## src/pco_pkg.sv

```systemverilog
package pco_pkg;
    localparam logic [7:0] REG_PAGE_SEL     = 8'h40;
    localparam logic [7:0] REG_PAGE_OFFSET  = 8'h41;
    localparam logic [7:0] REG_PAGE_DATA    = 8'h42;
    localparam logic [7:0] VIDEO_INPUT_PAGE = 8'h10;
    localparam logic [7:0] OFS_LOCK_OVR     = 8'h47;
    localparam logic [7:0] OFS_STATE_FORCE  = 8'h49;
    localparam logic [7:0] LOCK_OVR_RESET   = 8'h00;
    localparam logic [7:0] STATE_FORCE_RST  = 8'h00;
    localparam logic [7:0] LOCK_OVR_WMASK   = 8'hA0;
    localparam logic [7:0] STATE_FORCE_WMASK = 8'h1F;
    localparam int         BIT_DIV_RST      = 7;
    localparam int         BIT_LOCK_FORCE   = 5;
    localparam int         BIT_STATE_EN     = 4;
    localparam logic [3:0] ST_CODE_RESET    = 4'h0;
    localparam logic [3:0] ST_CODE_LOOP_WAIT = 4'h6;
    localparam logic [7:0] SEQ_STATE_HOLD   = 8'h16;
    localparam logic [7:0] SEQ_LOCK_LOW     = 8'h20;
    localparam logic [7:0] SEQ_RELEASE      = 8'h00;
    localparam int         SEQ_LOCK_REPEAT  = 4;
    // host command/status port
    localparam logic [1:0] CMD_CTRL   = 2'h0;
    localparam logic [1:0] CMD_STATUS = 2'h1;
    localparam logic [1:0] CMD_SETTLE = 2'h2;
    localparam logic [31:0] SETTLE_CYCLES_DEF = 32'h0000_0100;
    localparam logic [7:0] PLL_WAIT_CYCLES = 8'h10;
endpackage

```

## src/pco_if.sv

```systemverilog
`timescale 1ns/1ns
interface pco_if;
    logic       power_down_n_pin;
    logic       wr;
    logic       rd;
    logic [7:0] addr;
    logic [7:0] wdata;
    logic [7:0] rdata;
    modport device (input power_down_n_pin, input wr, input rd, input addr, input wdata, output rdata);
    modport host   (output power_down_n_pin, output wr, output rd, output addr, output wdata, input rdata);
endinterface

```

## src/pco_device.sv

```systemverilog
`timescale 1ns/1ns
// Notes on behaviour
// - overrides reached only via 0x40-0x42
// - host selects page 0x10 first
// - bit7 of 0x47 forces divider reset
// - bit5 forces lock indication low
// - host writes reserved bits as zero
// - 0x49 bit4 enables forced state
// - bits3:0 code: 0 reset, 6 wait
// - host writes 0x16 to 0x49
// - host writes 0x20 to 0x47 four times
// - host writes 0x00 to release lock
// - host writes 0x00 to 0x49 last
// - power-down pin after supplies settle
// - no inputs driven before supplies steady
// - controller logic drives power-down pin
module pco_device (
    input  wire logic CLK,
    input  wire logic RSTN,
    pco_if.device     BUS,
    output logic      DIVIDER_RESET_FORCE,
    output logic      PLL_LOCK,
    output logic      PLL_IN_RESET,
    output logic [3:0] PLL_STATE
);
    typedef enum logic [1:0] {PC_RESET, PC_WAIT, PC_LOCKED} pco_pc_t;

    // code shown once locked; zero byte for cleared registers
    localparam logic [3:0] ST_CODE_LOCKED = 4'hF;
    localparam logic [7:0] BYTE_ZERO      = 8'h00;

    logic [1:0] pd_sync_q;
    logic [7:0] page_q, page_d;
    logic [7:0] ofs_q, ofs_d;
    logic [7:0] lock_ovr_q, lock_ovr_d;
    logic [7:0] st_force_q, st_force_d;
    logic [7:0] rdata_q, rdata_d;
    logic [7:0] wait_q, wait_d;
    pco_pc_t    pc_q, pc_d;
    logic       lock_q, lock_d;
    logic       in_rst_q, in_rst_d;
    logic [3:0] code_q, code_d;
    logic       rst_n;
    logic       hit_lock;
    logic       hit_state;

    // paged access hits an override register only inside the video input page
    function automatic logic paged_hit(input logic [7:0] page, input logic [7:0] ofs, input logic [7:0] target);
        paged_hit = (page == pco_pkg::VIDEO_INPUT_PAGE) && (ofs == target);
    endfunction

    // controller state to the code shown on PLL_STATE
    function automatic logic [3:0] state_code(input pco_pc_t s);
        case (s)
            PC_RESET: state_code = pco_pkg::ST_CODE_RESET;
            PC_WAIT:  state_code = pco_pkg::ST_CODE_LOOP_WAIT;
            default:  state_code = ST_CODE_LOCKED;
        endcase
    endfunction

    // power-down pin acts as reset alongside RSTN
    always_ff @(posedge CLK or negedge RSTN) begin
        if (!RSTN) begin
            pd_sync_q <= 2'h0;
        end else begin
            pd_sync_q <= {pd_sync_q[0], BUS.power_down_n_pin};
        end
    end
    assign rst_n     = pd_sync_q[1];
    assign hit_lock  = paged_hit(page_q, ofs_q, pco_pkg::OFS_LOCK_OVR);
    assign hit_state = paged_hit(page_q, ofs_q, pco_pkg::OFS_STATE_FORCE);

    // register file: power-down clear, paged writes, one-cycle read answer
    always_comb begin
        page_d     = page_q;
        ofs_d      = ofs_q;
        lock_ovr_d = lock_ovr_q;
        st_force_d = st_force_q;
        rdata_d    = BYTE_ZERO;
        if (!rst_n) begin
            page_d     = BYTE_ZERO;
            ofs_d      = BYTE_ZERO;
            lock_ovr_d = pco_pkg::LOCK_OVR_RESET;
            st_force_d = pco_pkg::STATE_FORCE_RST;
        end else begin
            if (BUS.wr) begin
                case (BUS.addr)
                    pco_pkg::REG_PAGE_SEL:    page_d = BUS.wdata;
                    pco_pkg::REG_PAGE_OFFSET: ofs_d  = BUS.wdata;
                    pco_pkg::REG_PAGE_DATA: begin
                        if (hit_lock) begin
                            lock_ovr_d = BUS.wdata & pco_pkg::LOCK_OVR_WMASK;
                        end else if (hit_state) begin
                            st_force_d = BUS.wdata & pco_pkg::STATE_FORCE_WMASK;
                        end
                    end
                    default: ;
                endcase
            end
            if (BUS.rd) begin
                case (BUS.addr)
                    pco_pkg::REG_PAGE_SEL:    rdata_d = page_q;
                    pco_pkg::REG_PAGE_OFFSET: rdata_d = ofs_q;
                    pco_pkg::REG_PAGE_DATA: begin
                        if (hit_lock) begin
                            rdata_d = lock_ovr_q;
                        end else if (hit_state) begin
                            rdata_d = st_force_q;
                        end
                    end
                    default: rdata_d = BYTE_ZERO;
                endcase
            end
        end
    end

    // own PLL controller sequencing
    always_comb begin
        pc_d   = pc_q;
        wait_d = wait_q;
        // synced pin low holds the controller in reset
        if (!rst_n) begin
            pc_d   = PC_RESET;
            wait_d = BYTE_ZERO;
        end else if (st_force_q[pco_pkg::BIT_STATE_EN]) begin
            if (st_force_q[3:0] == pco_pkg::ST_CODE_LOOP_WAIT) begin
                pc_d   = PC_WAIT;
                wait_d = BYTE_ZERO;
            end else begin
                pc_d   = PC_RESET;
                wait_d = BYTE_ZERO;
            end
        end else begin
            case (pc_q)
                PC_RESET: begin
                    if (!lock_ovr_q[pco_pkg::BIT_DIV_RST]) begin
                        pc_d   = PC_WAIT;
                        wait_d = BYTE_ZERO;
                    end
                end
                PC_WAIT: begin
                    if (wait_q == pco_pkg::PLL_WAIT_CYCLES) begin
                        pc_d = PC_LOCKED;
                    end else begin
                        wait_d = wait_q + 8'h01;
                    end
                end
                PC_LOCKED: ;
                default: pc_d = PC_RESET;
            endcase
        end
    end

    // status taken from next values, so flops add no lag
    always_comb begin
        lock_d   = (pc_d == PC_LOCKED) && !lock_ovr_d[pco_pkg::BIT_LOCK_FORCE];
        in_rst_d = (pc_d == PC_RESET);
        code_d   = state_code(pc_d);
    end

    // register file flops
    always_ff @(posedge CLK or negedge RSTN) begin
        if (!RSTN) begin
            page_q     <= BYTE_ZERO;
            ofs_q      <= BYTE_ZERO;
            lock_ovr_q <= pco_pkg::LOCK_OVR_RESET;
            st_force_q <= pco_pkg::STATE_FORCE_RST;
            rdata_q    <= BYTE_ZERO;
        end else begin
            page_q     <= page_d;
            ofs_q      <= ofs_d;
            lock_ovr_q <= lock_ovr_d;
            st_force_q <= st_force_d;
            rdata_q    <= rdata_d;
        end
    end

    always_ff @(posedge CLK or negedge RSTN) begin
        if (!RSTN) begin
            pc_q   <= PC_RESET;
            wait_q <= BYTE_ZERO;
        end else begin
            pc_q   <= pc_d;
            wait_q <= wait_d;
        end
    end

    // outputs held in flops so they change only on the clock
    always_ff @(posedge CLK or negedge RSTN) begin
        if (!RSTN) begin
            lock_q   <= 1'b0;
            in_rst_q <= 1'b1;
            code_q   <= pco_pkg::ST_CODE_RESET;
        end else begin
            lock_q   <= lock_d;
            in_rst_q <= in_rst_d;
            code_q   <= code_d;
        end
    end

    assign BUS.rdata           = rdata_q;
    assign DIVIDER_RESET_FORCE = lock_ovr_q[pco_pkg::BIT_DIV_RST];
    assign PLL_LOCK            = lock_q;
    assign PLL_IN_RESET        = in_rst_q;
    assign PLL_STATE           = code_q;
endmodule

```

## src/flat_wrapper.sv

```systemverilog
// flat-port wrapper written by rule: the top's interface ports become plain ports
module pco_device_flat 
  (CLK, RSTN, DIVIDER_RESET_FORCE, PLL_LOCK, PLL_IN_RESET, PLL_STATE, BUS_power_down_n_pin, BUS_wr, BUS_rd, BUS_addr, BUS_wdata, BUS_rdata);
  pco_if BUS_i ();
  input  wire logic CLK;
  input  wire logic RSTN;
  output logic DIVIDER_RESET_FORCE;
  output logic PLL_LOCK;
  output logic PLL_IN_RESET;
  output logic [3:0] PLL_STATE;
  input wire logic [$bits(BUS_i.power_down_n_pin)-1:0] BUS_power_down_n_pin;
  input wire logic [$bits(BUS_i.wr)-1:0] BUS_wr;
  input wire logic [$bits(BUS_i.rd)-1:0] BUS_rd;
  input wire logic [$bits(BUS_i.addr)-1:0] BUS_addr;
  input wire logic [$bits(BUS_i.wdata)-1:0] BUS_wdata;
  output wire logic [$bits(BUS_i.rdata)-1:0] BUS_rdata;
  assign BUS_i.power_down_n_pin = BUS_power_down_n_pin;
  assign BUS_i.wr = BUS_wr;
  assign BUS_i.rd = BUS_rd;
  assign BUS_i.addr = BUS_addr;
  assign BUS_i.wdata = BUS_wdata;
  assign BUS_rdata = BUS_i.rdata;
  pco_device u_core (.CLK(CLK), .RSTN(RSTN), .BUS(BUS_i), .DIVIDER_RESET_FORCE(DIVIDER_RESET_FORCE), .PLL_LOCK(PLL_LOCK), .PLL_IN_RESET(PLL_IN_RESET), .PLL_STATE(PLL_STATE));
endmodule
```

## config.mk

```make
export PLATFORM = sky130hd
export DESIGN_NAME = pco_device_flat
export DESIGN_NICKNAME = d
export VERILOG_FILES = /design/src/pco_pkg.sv /design/src/pco_if.sv /design/src/pco_device.sv /design/src/flat_wrapper.sv
export SDC_FILE = /design/constraint.sdc
export NUM_CORES = 1
export LEC_CHECK = 0
export BUFFER_PORTS_ARGS = -buffer_cell sky130_fd_sc_hd__buf_2
export CAP_MARGIN = 10
export CORE_ASPECT_RATIO = 1.2
export CORE_MARGIN = 2
export CORE_UTILIZATION = 50
export CTS_CLUSTER_SIZE = 24
export DETAILED_ROUTE_END_ITERATION = 8
export PLACE_DENSITY = 0.72
export SLEW_MARGIN = 40
export SYNTH_ARGS = -nofsm -noshare
export SYNTH_HDL_FRONTEND = slang
export SYNTH_SLANG_ARGS = --single-unit
```

## constraint.sdc

```tcl
create_clock -name CLK -period 2.7 [get_ports CLK]
set_input_delay 0.135 -clock CLK [delete_from_list [all_inputs] [get_ports CLK]]
set_output_delay 0.135 -clock CLK [all_outputs]
set_load 0.1 [all_outputs]
```

==> results of run 1 <==
-- kinds of logic after synthesis --
kind of cell / count (synthesis)
AND/OR/NAND/NOR: 94
flip-flops: 47
multiplexers: 33
AO/OA/AOI/OAI: 26
buffers and inverters: 15
adder cells (fa/ha/maj): 2
-- report_power, final --
part	total [mW]	internal, mW	switching, mW
registers	0.716	0.709	0.00675
logic	0.0951	0.0304	0.0646
clock network	0.612	0.369	0.243
-- cell usage after synthesis (all sizes together), types with 2 or more instances --
library cell,instances,area [µm²]
nand2b,5,31.3
o2bb2ai,8,70.1
buf,5,28.8
and3,2,12.5
nor4,4,25.0
a31oi,2,12.5
o31ai,4,43.8
o21ai,3,15.0
nor3b,3,22.5
nor3,5,30.0
and3b,2,17.5
clkbuf,7,26.3
or4bb,2,22.5
mux2i,33,330
nor2,5,18.8
nand4,4,25.0
a21boi,2,15.0
or4,2,18.8
dfrtp,46,1150
a21oi,2,10.0
nand2,44,165
ha,2,25.0
nor4b,3,26.3
nand3,3,15.0
inv,3,11.3
nor4bb,2,20.0
or3,4,25.0
-- per-stage QoR --
| stage | utilization | setup WS [ns] |
|---|---|---|
| final | 0.601 | 0.632 |
| after global routing | 0.601 | 0.472 |
| after CTS | 0.601 | 0.628 |
| after detailed placement | 0.566 | 0.695 |
| after global placement | 0.566 | 0.746 |
| after floorplan | - | 0.791 |
-- layer usage --
layer | GRT usage | vias to the layer above | wire length (µm) | part of all wire
met5 | 0 | - | 0 | 0
met4 | 0.116 | 0 | 155 | 0.032
met3 | 0.0473 | 13 | 220 | 0.045
met2 | 0.346 | 45 | 2350 | 0.48
met1 | 0.256 | 876 | 2150 | 0.44
li1 | - | 858 | - | -
-- cell type report --
class,count,area [µm²]
clock buffers,5,68.8
clock inverters,3,67.6
fillers,407,1810
inverters,3,11.3
multi-input cells,155,1080
flip-flops and latches,47,1180
well taps,58,72.6
repair buffers,43,243
-- worst max-delay path, delay by kind of cell (launching register included) --
family	cells	cell delay, ns
fa+ha+maj	1	0.15
simple gates	2	0.78
buf+inv	1	0.09
flops	1	0.41
compound gates	2	0.52
-- worst paths after layout --
check / from / to / slack (ns) / depth (start not counted)
setup / recovery: u_core.wait_q[0] / u_core.PLL_STATE[2] / 0.63 / 6
setup reg to reg: u_core.wait_q[0] / u_core.PLL_STATE[2] / 0.63 / 6
max in group asynchronous: RSTN / u_core.page_q[1] / 1.94 / 2
min in group asynchronous: RSTN / u_core.pc_q[1] / 0.37 / 2
hold / removal: BUS_wdata[6] / u_core.page_q[6] / 0.09 / 3
hold reg to reg: u_core.pd_sync_q[0] / u_core.pd_sync_q[1] / 0.36 / 0
-- sequential cells by signal, summed over array words and instances, names as in the netlist --
signal               flops
u_core.ofs_q             8
u_core.PLL_STATE         2
u_core.pc_q              2
u_core.wait_q            8
u_core.PLL_LOCK          1
u_core.st_force_q        5
u_core.PLL_IN_RESET      1
u_core.lock_ovr_q        2
u_core.page_q            8
u_core.pd_sync_q         2
u_core.BUS.rdata         8
==> impl_summary.md, run 1 <==
Power and ir drop
The power consumption is 1.42 mW. IR analysis of the VDD net gives a maximum drop of 0.286 mV. For this design the ratio of total power to cell area is 523 mW/mm². The total leakage power is about 1.2 nW.

Route
The first TritonRoute pass finished after 4 iterations. The detailed router placed 1792 vias in this run. After detailed routing, the number of remaining DRC violations is 0. The number of antenna-violating nets in the routed design is 0. In this run, the number of DRC markers left after iteration 0 of detailed routing was 101. Dividing the detail-routed wire length by the instance count gives between 15 and 20 µm.

The average vias per placed instance is 5.71. The sum of routed wire length over all layers is between 4000 and 5000 µm.

Logic synthesis
The count of mapped cells out of synthesis is 217. Counting distinct cell types in the post-synthesis netlist gives 42. The async set or reset register ratio after synthesis is 1.00.

The part of the Yosys area used for sequential elements is 0.508. Yosys mapped a number of flops with a built-in enable equal to 0. Dividing the synthesized area by the synthesized cell count gives 10.7 µm². The combinational family with the most area after synthesis is simple AND/OR/NAND/NOR gates.

The simple-gate area share of the yosys netlist is 0.220. Counting every net in the synthesized netlist gives 240. The synthesized-area fraction occupied by ao, oa, aoi and oai cells is 0.0902. Of the total synthesized cell area, the portion taken by XOR and XNOR cells is 0. In this run, synthesis produced a sequential element count of 47. The most frequently used flop master after synthesis is dfrtp_1. The post-synth design cell area is about 0.0023 mm². The Yosys step of the flow raised 0 warnings. Of the total synthesized cell area, the portion taken by full adders, half adders and majority gates is 0.0108. Measured against the total synthesized area, the mux share comes to 0.143.

Floorplan
In this run the vertical extent of the chip is 78.6 µm. In this run the horizontal extent of the chip is roughly 66 µm. In this run the standard cell core region covers 0.00453 mm². The floorplan has 27 rows. The floorplan die area is 0.00520 mm².

The starting utilization of the core area is 0.512. 36 I/O pins were placed.

Placement
Input and output buffers added on the ports amount to 35. The weighted congestion at the end of routability-driven global placement is 0.929. The total placed cells including tap cells is 304.

The placed instances occupy a cell area of 0.00256 mm². The placed wire-length estimate is around 3500 µm.

Setup path
The signal on the critical path passes through inv_1 > ha_1 > or4bb_1 > o211ai_1 > o22ai_1 > or2_1. The kind of critical path is reg -> reg. The endpoint arrival time on the critical path is around 2.3 ns. For the worst setup path, the data required time is slightly below 3 ns. Along the worst path, the maximum fanout reaches 4. The stage delay of the slowest cell on the critical path is 0.53 ns. The worst setup path is captured at a register. The worst setup path is launched from a register. The largest individual stage delay along the critical path comes from the cell or4bb_1.

CTS
The maximum buffer depth of the clock tree is 2. After clock tree synthesis, the clock-pin slew on the worst setup and hold paths is about 0.09 ns. The H-tree was split into 2 levels. Clock tree synthesis found a total of 47 sinks. The number of buffers inserted by hold repair at cts is 2.

TritonCTS built the clock tree. In this run the post-CTS setup repair buffer count came out at 0. Post-CTS repair changed the size of 0 cells. The clock root buffer is clkbuf_8.

The number of clock buffers added by TritonCTS is 5. For the worst-skew pair, the clock arrives at the later sink with an insertion delay of 0.31 ns.

Global route
The number of antenna violations at the first check in global routing is 0. Entering global routing, the biggest net connects 48 pins. The first global-routing pass estimated between 8000 and 9000 µm of wire. The total congestion overflow is 0.

The overall global routing resource usage is 0.212. The number of global-route vias before repair was 1860.

Timing
After routing, the total negative slack on setup checks comes to 0 ns. The worst path in the final design needs a cycle of 2.07 ns, including I/O delays and setup. For the final database, setup skew stands at roughly 0.0074 ns. The worst slew slack as a fraction of its limit is 0.613. Hold is met by ~0.095 ns. The final critical-path share of the clock period is 0.766.

Setup repair after global routing left no endpoint under its margin. The maximum frequency from static timing analysis is 0.483 GHz. The count of pins over their slew limit is 0.

The count of final hold-check violations is 0. Setup violations remaining at the end of the flow were counted as 0. The pin slew with the least headroom to its limit is 0.581 ns.

Finish
0 antenna diodes ended up in the layout. The area of all placed cells without fillers is 0.00272 mm². The number of nets in the layout is 278. The most common library cell in the layout ignoring fill and taps is dfrtp_1. Relative to the synthesized area, the layout overhead comes to 17.4%. Leaving out fill and tap cells, the most frequent cells in the layout are dfrtp_1 (46), nand2_1 (44), buf_2 (34). In the final layout, the share of cells above drive strength 1 is 0.215. The non-filler instance count after layout is 314.

Run
Across the run, the number of max-cap violations was 0.

Worst hold path
The worst hold path belongs to the class in -> reg.

Status
The run finished with clean final reports.
Note: power is estimated with default switching activity, not from simulation.
==> inputs of run 2 (changes only) <==
clock period = 1.95 ns   (was 2.7 ns; I/O delays follow)
==> run 2 against run 1 <==
  * Non-clock buffer count up 14
  * Clock power increased by 21%
  * Maximum frequency up 7.8%
  * Via count is 1.9% higher
  * Register-to-register slack got worse by 0.60 ns
  * Setup slack got worse by 0.60 ns
  * Critical endpoint is now u_core.PLL_LOCK
  * Largest cell class unchanged
  * Critical path depth unchanged
  * Critical path type unchanged
  * Design area rose by 3.9%
  * Hold slack lost 0.037 ns
==> impl_summary.md, run 2 (synthesis gave the netlist of run 1 again) <==
CTS
The CTS sink count is 47 (unchanged). The clock-pin slew on the worst setup and hold paths is 0.09 ns (about the same). The deepest level of the CTS H-tree is 2 (unchanged). The number of CTS-inserted buffers is 5 (unchanged). The clock root buffer was clkbuf_8 (unchanged). The clock latency reported for the late side of the worst-skew pair is 0.30 ns (was 0.31 ns).

The maximum buffer depth of the clock tree was 2 (unchanged). The TritonCTS clock tree is yes (unchanged).

Floorplan
The total core area is 0.00453 mm² (unchanged). The boundary pin count is 36 (unchanged). The floorplan die area is 0.00520 mm² (unchanged). The starting utilization of the core area was 0.512 (unchanged). The die width is 66.1 µm (unchanged). The number of standard-cell rows in the floorplan is 27 (unchanged).

The overall die height came to 78.6 µm (unchanged).

Placement
The placed wire-length estimate is 3640 µm (was 3460 µm). The number of input and output port buffers inserted is 35 (unchanged). The post-placement cell area is 0.00266 mm² (was 0.00256 mm²). The post-placement worst setup slack was -0.0296 ns (was 0.695 ns).

The weighted congestion at the end of routability-driven global placement is 0.816 (was 0.929).

Timing
The worst clock skew is 0.0117 ns (was 0.00745 ns). The worst-case setup margin in the final layout came to 0.0313 ns (was 0.632 ns). The pin slew with the least headroom to its limit is 0.637 ns (was 0.581 ns).

The setup-violating endpoint count in the final report came to 0 (unchanged). The time the worst path needs with I/O delays and setup is 1.92 ns (was 2.07 ns). The final critical-path share of the clock period is 0.984 (was 0.766). The count of pins over their slew limit came to 0 (unchanged). The maximum frequency from static timing analysis is 0.521 GHz (was 0.483 GHz). The count of final hold-check violations is 0 (unchanged). Setup repair after global routing missed its margin: true (was false).

The worst slew slack as a fraction of its limit is 0.575 (was 0.613).

Status
Run status: complete, no violations (unchanged).

Route
The routed wirelength normalized by instance count was 15.1 µm (was 15.5 µm). The sum of routed wire length over all layers is 4960 µm (was 4880 µm). The number of antenna-violating nets in the routed design is 0 (unchanged).

The number of optimization iterations in the first detailed-route pass came to 4 (unchanged). The number of remaining DRC errors is 0 (unchanged). The average vias per placed instance came to 5.57 (was 5.71). The number of DRC markers in iteration 0 is 85 (was 101). The number of vias in the routed layout is 1826 (was 1792).

Setup path
The endpoint arrival time on the critical path was 2.16 ns (was 2.26 ns). The worst-case reg-to-reg path depth is 6 (unchanged). The type of origin of the critical path was a register (unchanged).

The startpoint of the worst-slack reg-to-reg timing path was u_core.wait_q[0] (unchanged). The worst flop-to-flop path endpoint is u_core.PLL_LOCK (was u_core.PLL_STATE[2]). The kind of critical path is reg -> reg (unchanged). The required time at the worst-slack endpoint is 2.19 ns (was 2.89 ns). The internal reg-to-reg setup slack is 0.03 ns (was 0.63 ns). The worst-path maximum fanout was 4 (unchanged). The endpoint type of the worst setup path is a register (unchanged).

Power and ir drop
The power density over the cells is 665 mW/mm² (was 523 mW/mm²). The worst voltage drop across the vdd grid is 0.466 mV (was 0.286 mV). The total leakage power is 1.31 nW (was 1.24 nW).

Worst hold path
The path class of the lowest-slack min-delay path is in -> reg (unchanged). The startpoint of the lowest-slack hold path is BUS_wdata[6] (unchanged). The worst-case hold path end point is u_core.page_q[6] (unchanged).

The hold-critical path depth was 3 (unchanged).

Global route
The overall global routing resource usage came to 0.212 (about the same). The number of global-route vias before repair is 1796 (was 1860). The total congestion overflow was 0 (unchanged). The number of antenna violations at the first check in global routing is 0 (unchanged).

The maximum number of pins on one net before global-route repair is 31 (was 48). The global-route wire length before repair is 8350 µm (was 8420 µm).

Finish
The share of final-layout standard cells stronger than drive strength 1 came to 0.270 (was 0.215). The fill cell instance count of the final layout is 392 (was 407). The area taken by flip-flops and latches is 0.00118 mm² (unchanged).

The area of all placed cells without fillers is 0.00283 mm² (was 0.00272 mm²). The number of antenna diodes is 0 (unchanged). The most common library cell in the layout ignoring fill and taps was dfrtp_1 (unchanged). The number of nets in the layout is 292 (was 278). The area of the multi-input gates came to 0.00110 mm² (was 0.00108 mm²).

Commonest cells after routing, fill and taps aside: dfrtp_1 (46), nand2_1 (44), buf_2 (35) (was dfrtp_1 (46), nand2_1 (44), buf_2 (34)). The layout overhead on the synthesized area is 22.0% (was 17.4%). The final core utilization was 0.624 (was 0.601).

Run
The total of max-cap violations is 0 (unchanged).
==> run 2: final cells by class <==
| type | instances | share of cell area |
|---|---|---|
| flip-flops and latches | 47 | 0.417 |
| multi-input cells | 155 | 0.390 |
| repair buffers | 57 | 0.122 |
| clock buffers | 6 | 0.0292 |
| well taps | 58 | 0.0257 |
| clock inverters | 2 | 0.0124 |
| inverters | 3 | 0.00398 |
==> run 2: worst max-delay path by stage <==
stage / endpoint / start
2_1_floorplan: u_core.PLL_LOCK / u_core.wait_q[0]
3_3_place_gp: u_core.PLL_LOCK / u_core.wait_q[0]
3_5_place_dp: u_core.PLL_LOCK / u_core.wait_q[0]
4_1_cts: u_core.PLL_LOCK / u_core.wait_q[1]
5_1_grt: u_core.wait_q[2] / u_core.wait_q[0]
6_report: u_core.PLL_LOCK / u_core.wait_q[0]
==> run 2: where the power goes <==
group | switching, mW | total [mW] | internal (mW)
logic | 0.0964 | 0.151 | 0.0541
clock network | 0.325 | 0.740 | 0.415
registers | 0.00708 | 0.989 | 0.982
total | 0.428 | 1.88 | 1.45
==> run 2: what timing repair did <==
action,in CTS,in global routing
endpoints found under the setup margin,2,2
pin swaps,3,1
hold buffers,2,0
hold endpoints to repair,28,0
setup buffers,1,0
resized for setup,4,1
==> run 2: metrics by stage <==
| stage | hold WS (ns) | TNS (ns) | total power, mW | std cells |
|---|---|---|---|---|
| floorplan | -0.198 | 0 | 1.08 | 217 |
| global placement | 0.158 | 0 | 1.15 | 317 |
| detailed placement | 0.159 | -0.0473 | 1.15 | 317 |
| CTS | 0.0617 | 0 | 1.89 | 328 |
| global route | 0.0779 | -0.0766 | 1.95 | 328 |
| finish | 0.0572 | 0 | 1.88 | 328 |
==> run 2: critical path, stage by stage, from the launching register on <==
cell	delay, ns
dfrtp_1	0.40
inv_2	0.09
ha_4	0.12
or4bb_4	0.46
or4_4	0.52
o31ai_4	0.09
and3b_1	0.18
==> run 2: per-layer routing <==
| layer | up-vias | share of wire | GRT usage | routed length [µm] |
|---|---|---|---|---|
| li1 | 892 | - | - | - |
| met3 | 7 | 0.037 | 0.0430 | 181 |
| met4 | 0 | 0.012 | 0.0755 | 58 |
| met1 | 895 | 0.43 | 0.253 | 2130 |
| met2 | 32 | 0.52 | 0.373 | 2590 |
| met5 | - | 0 | 0 | 0 |
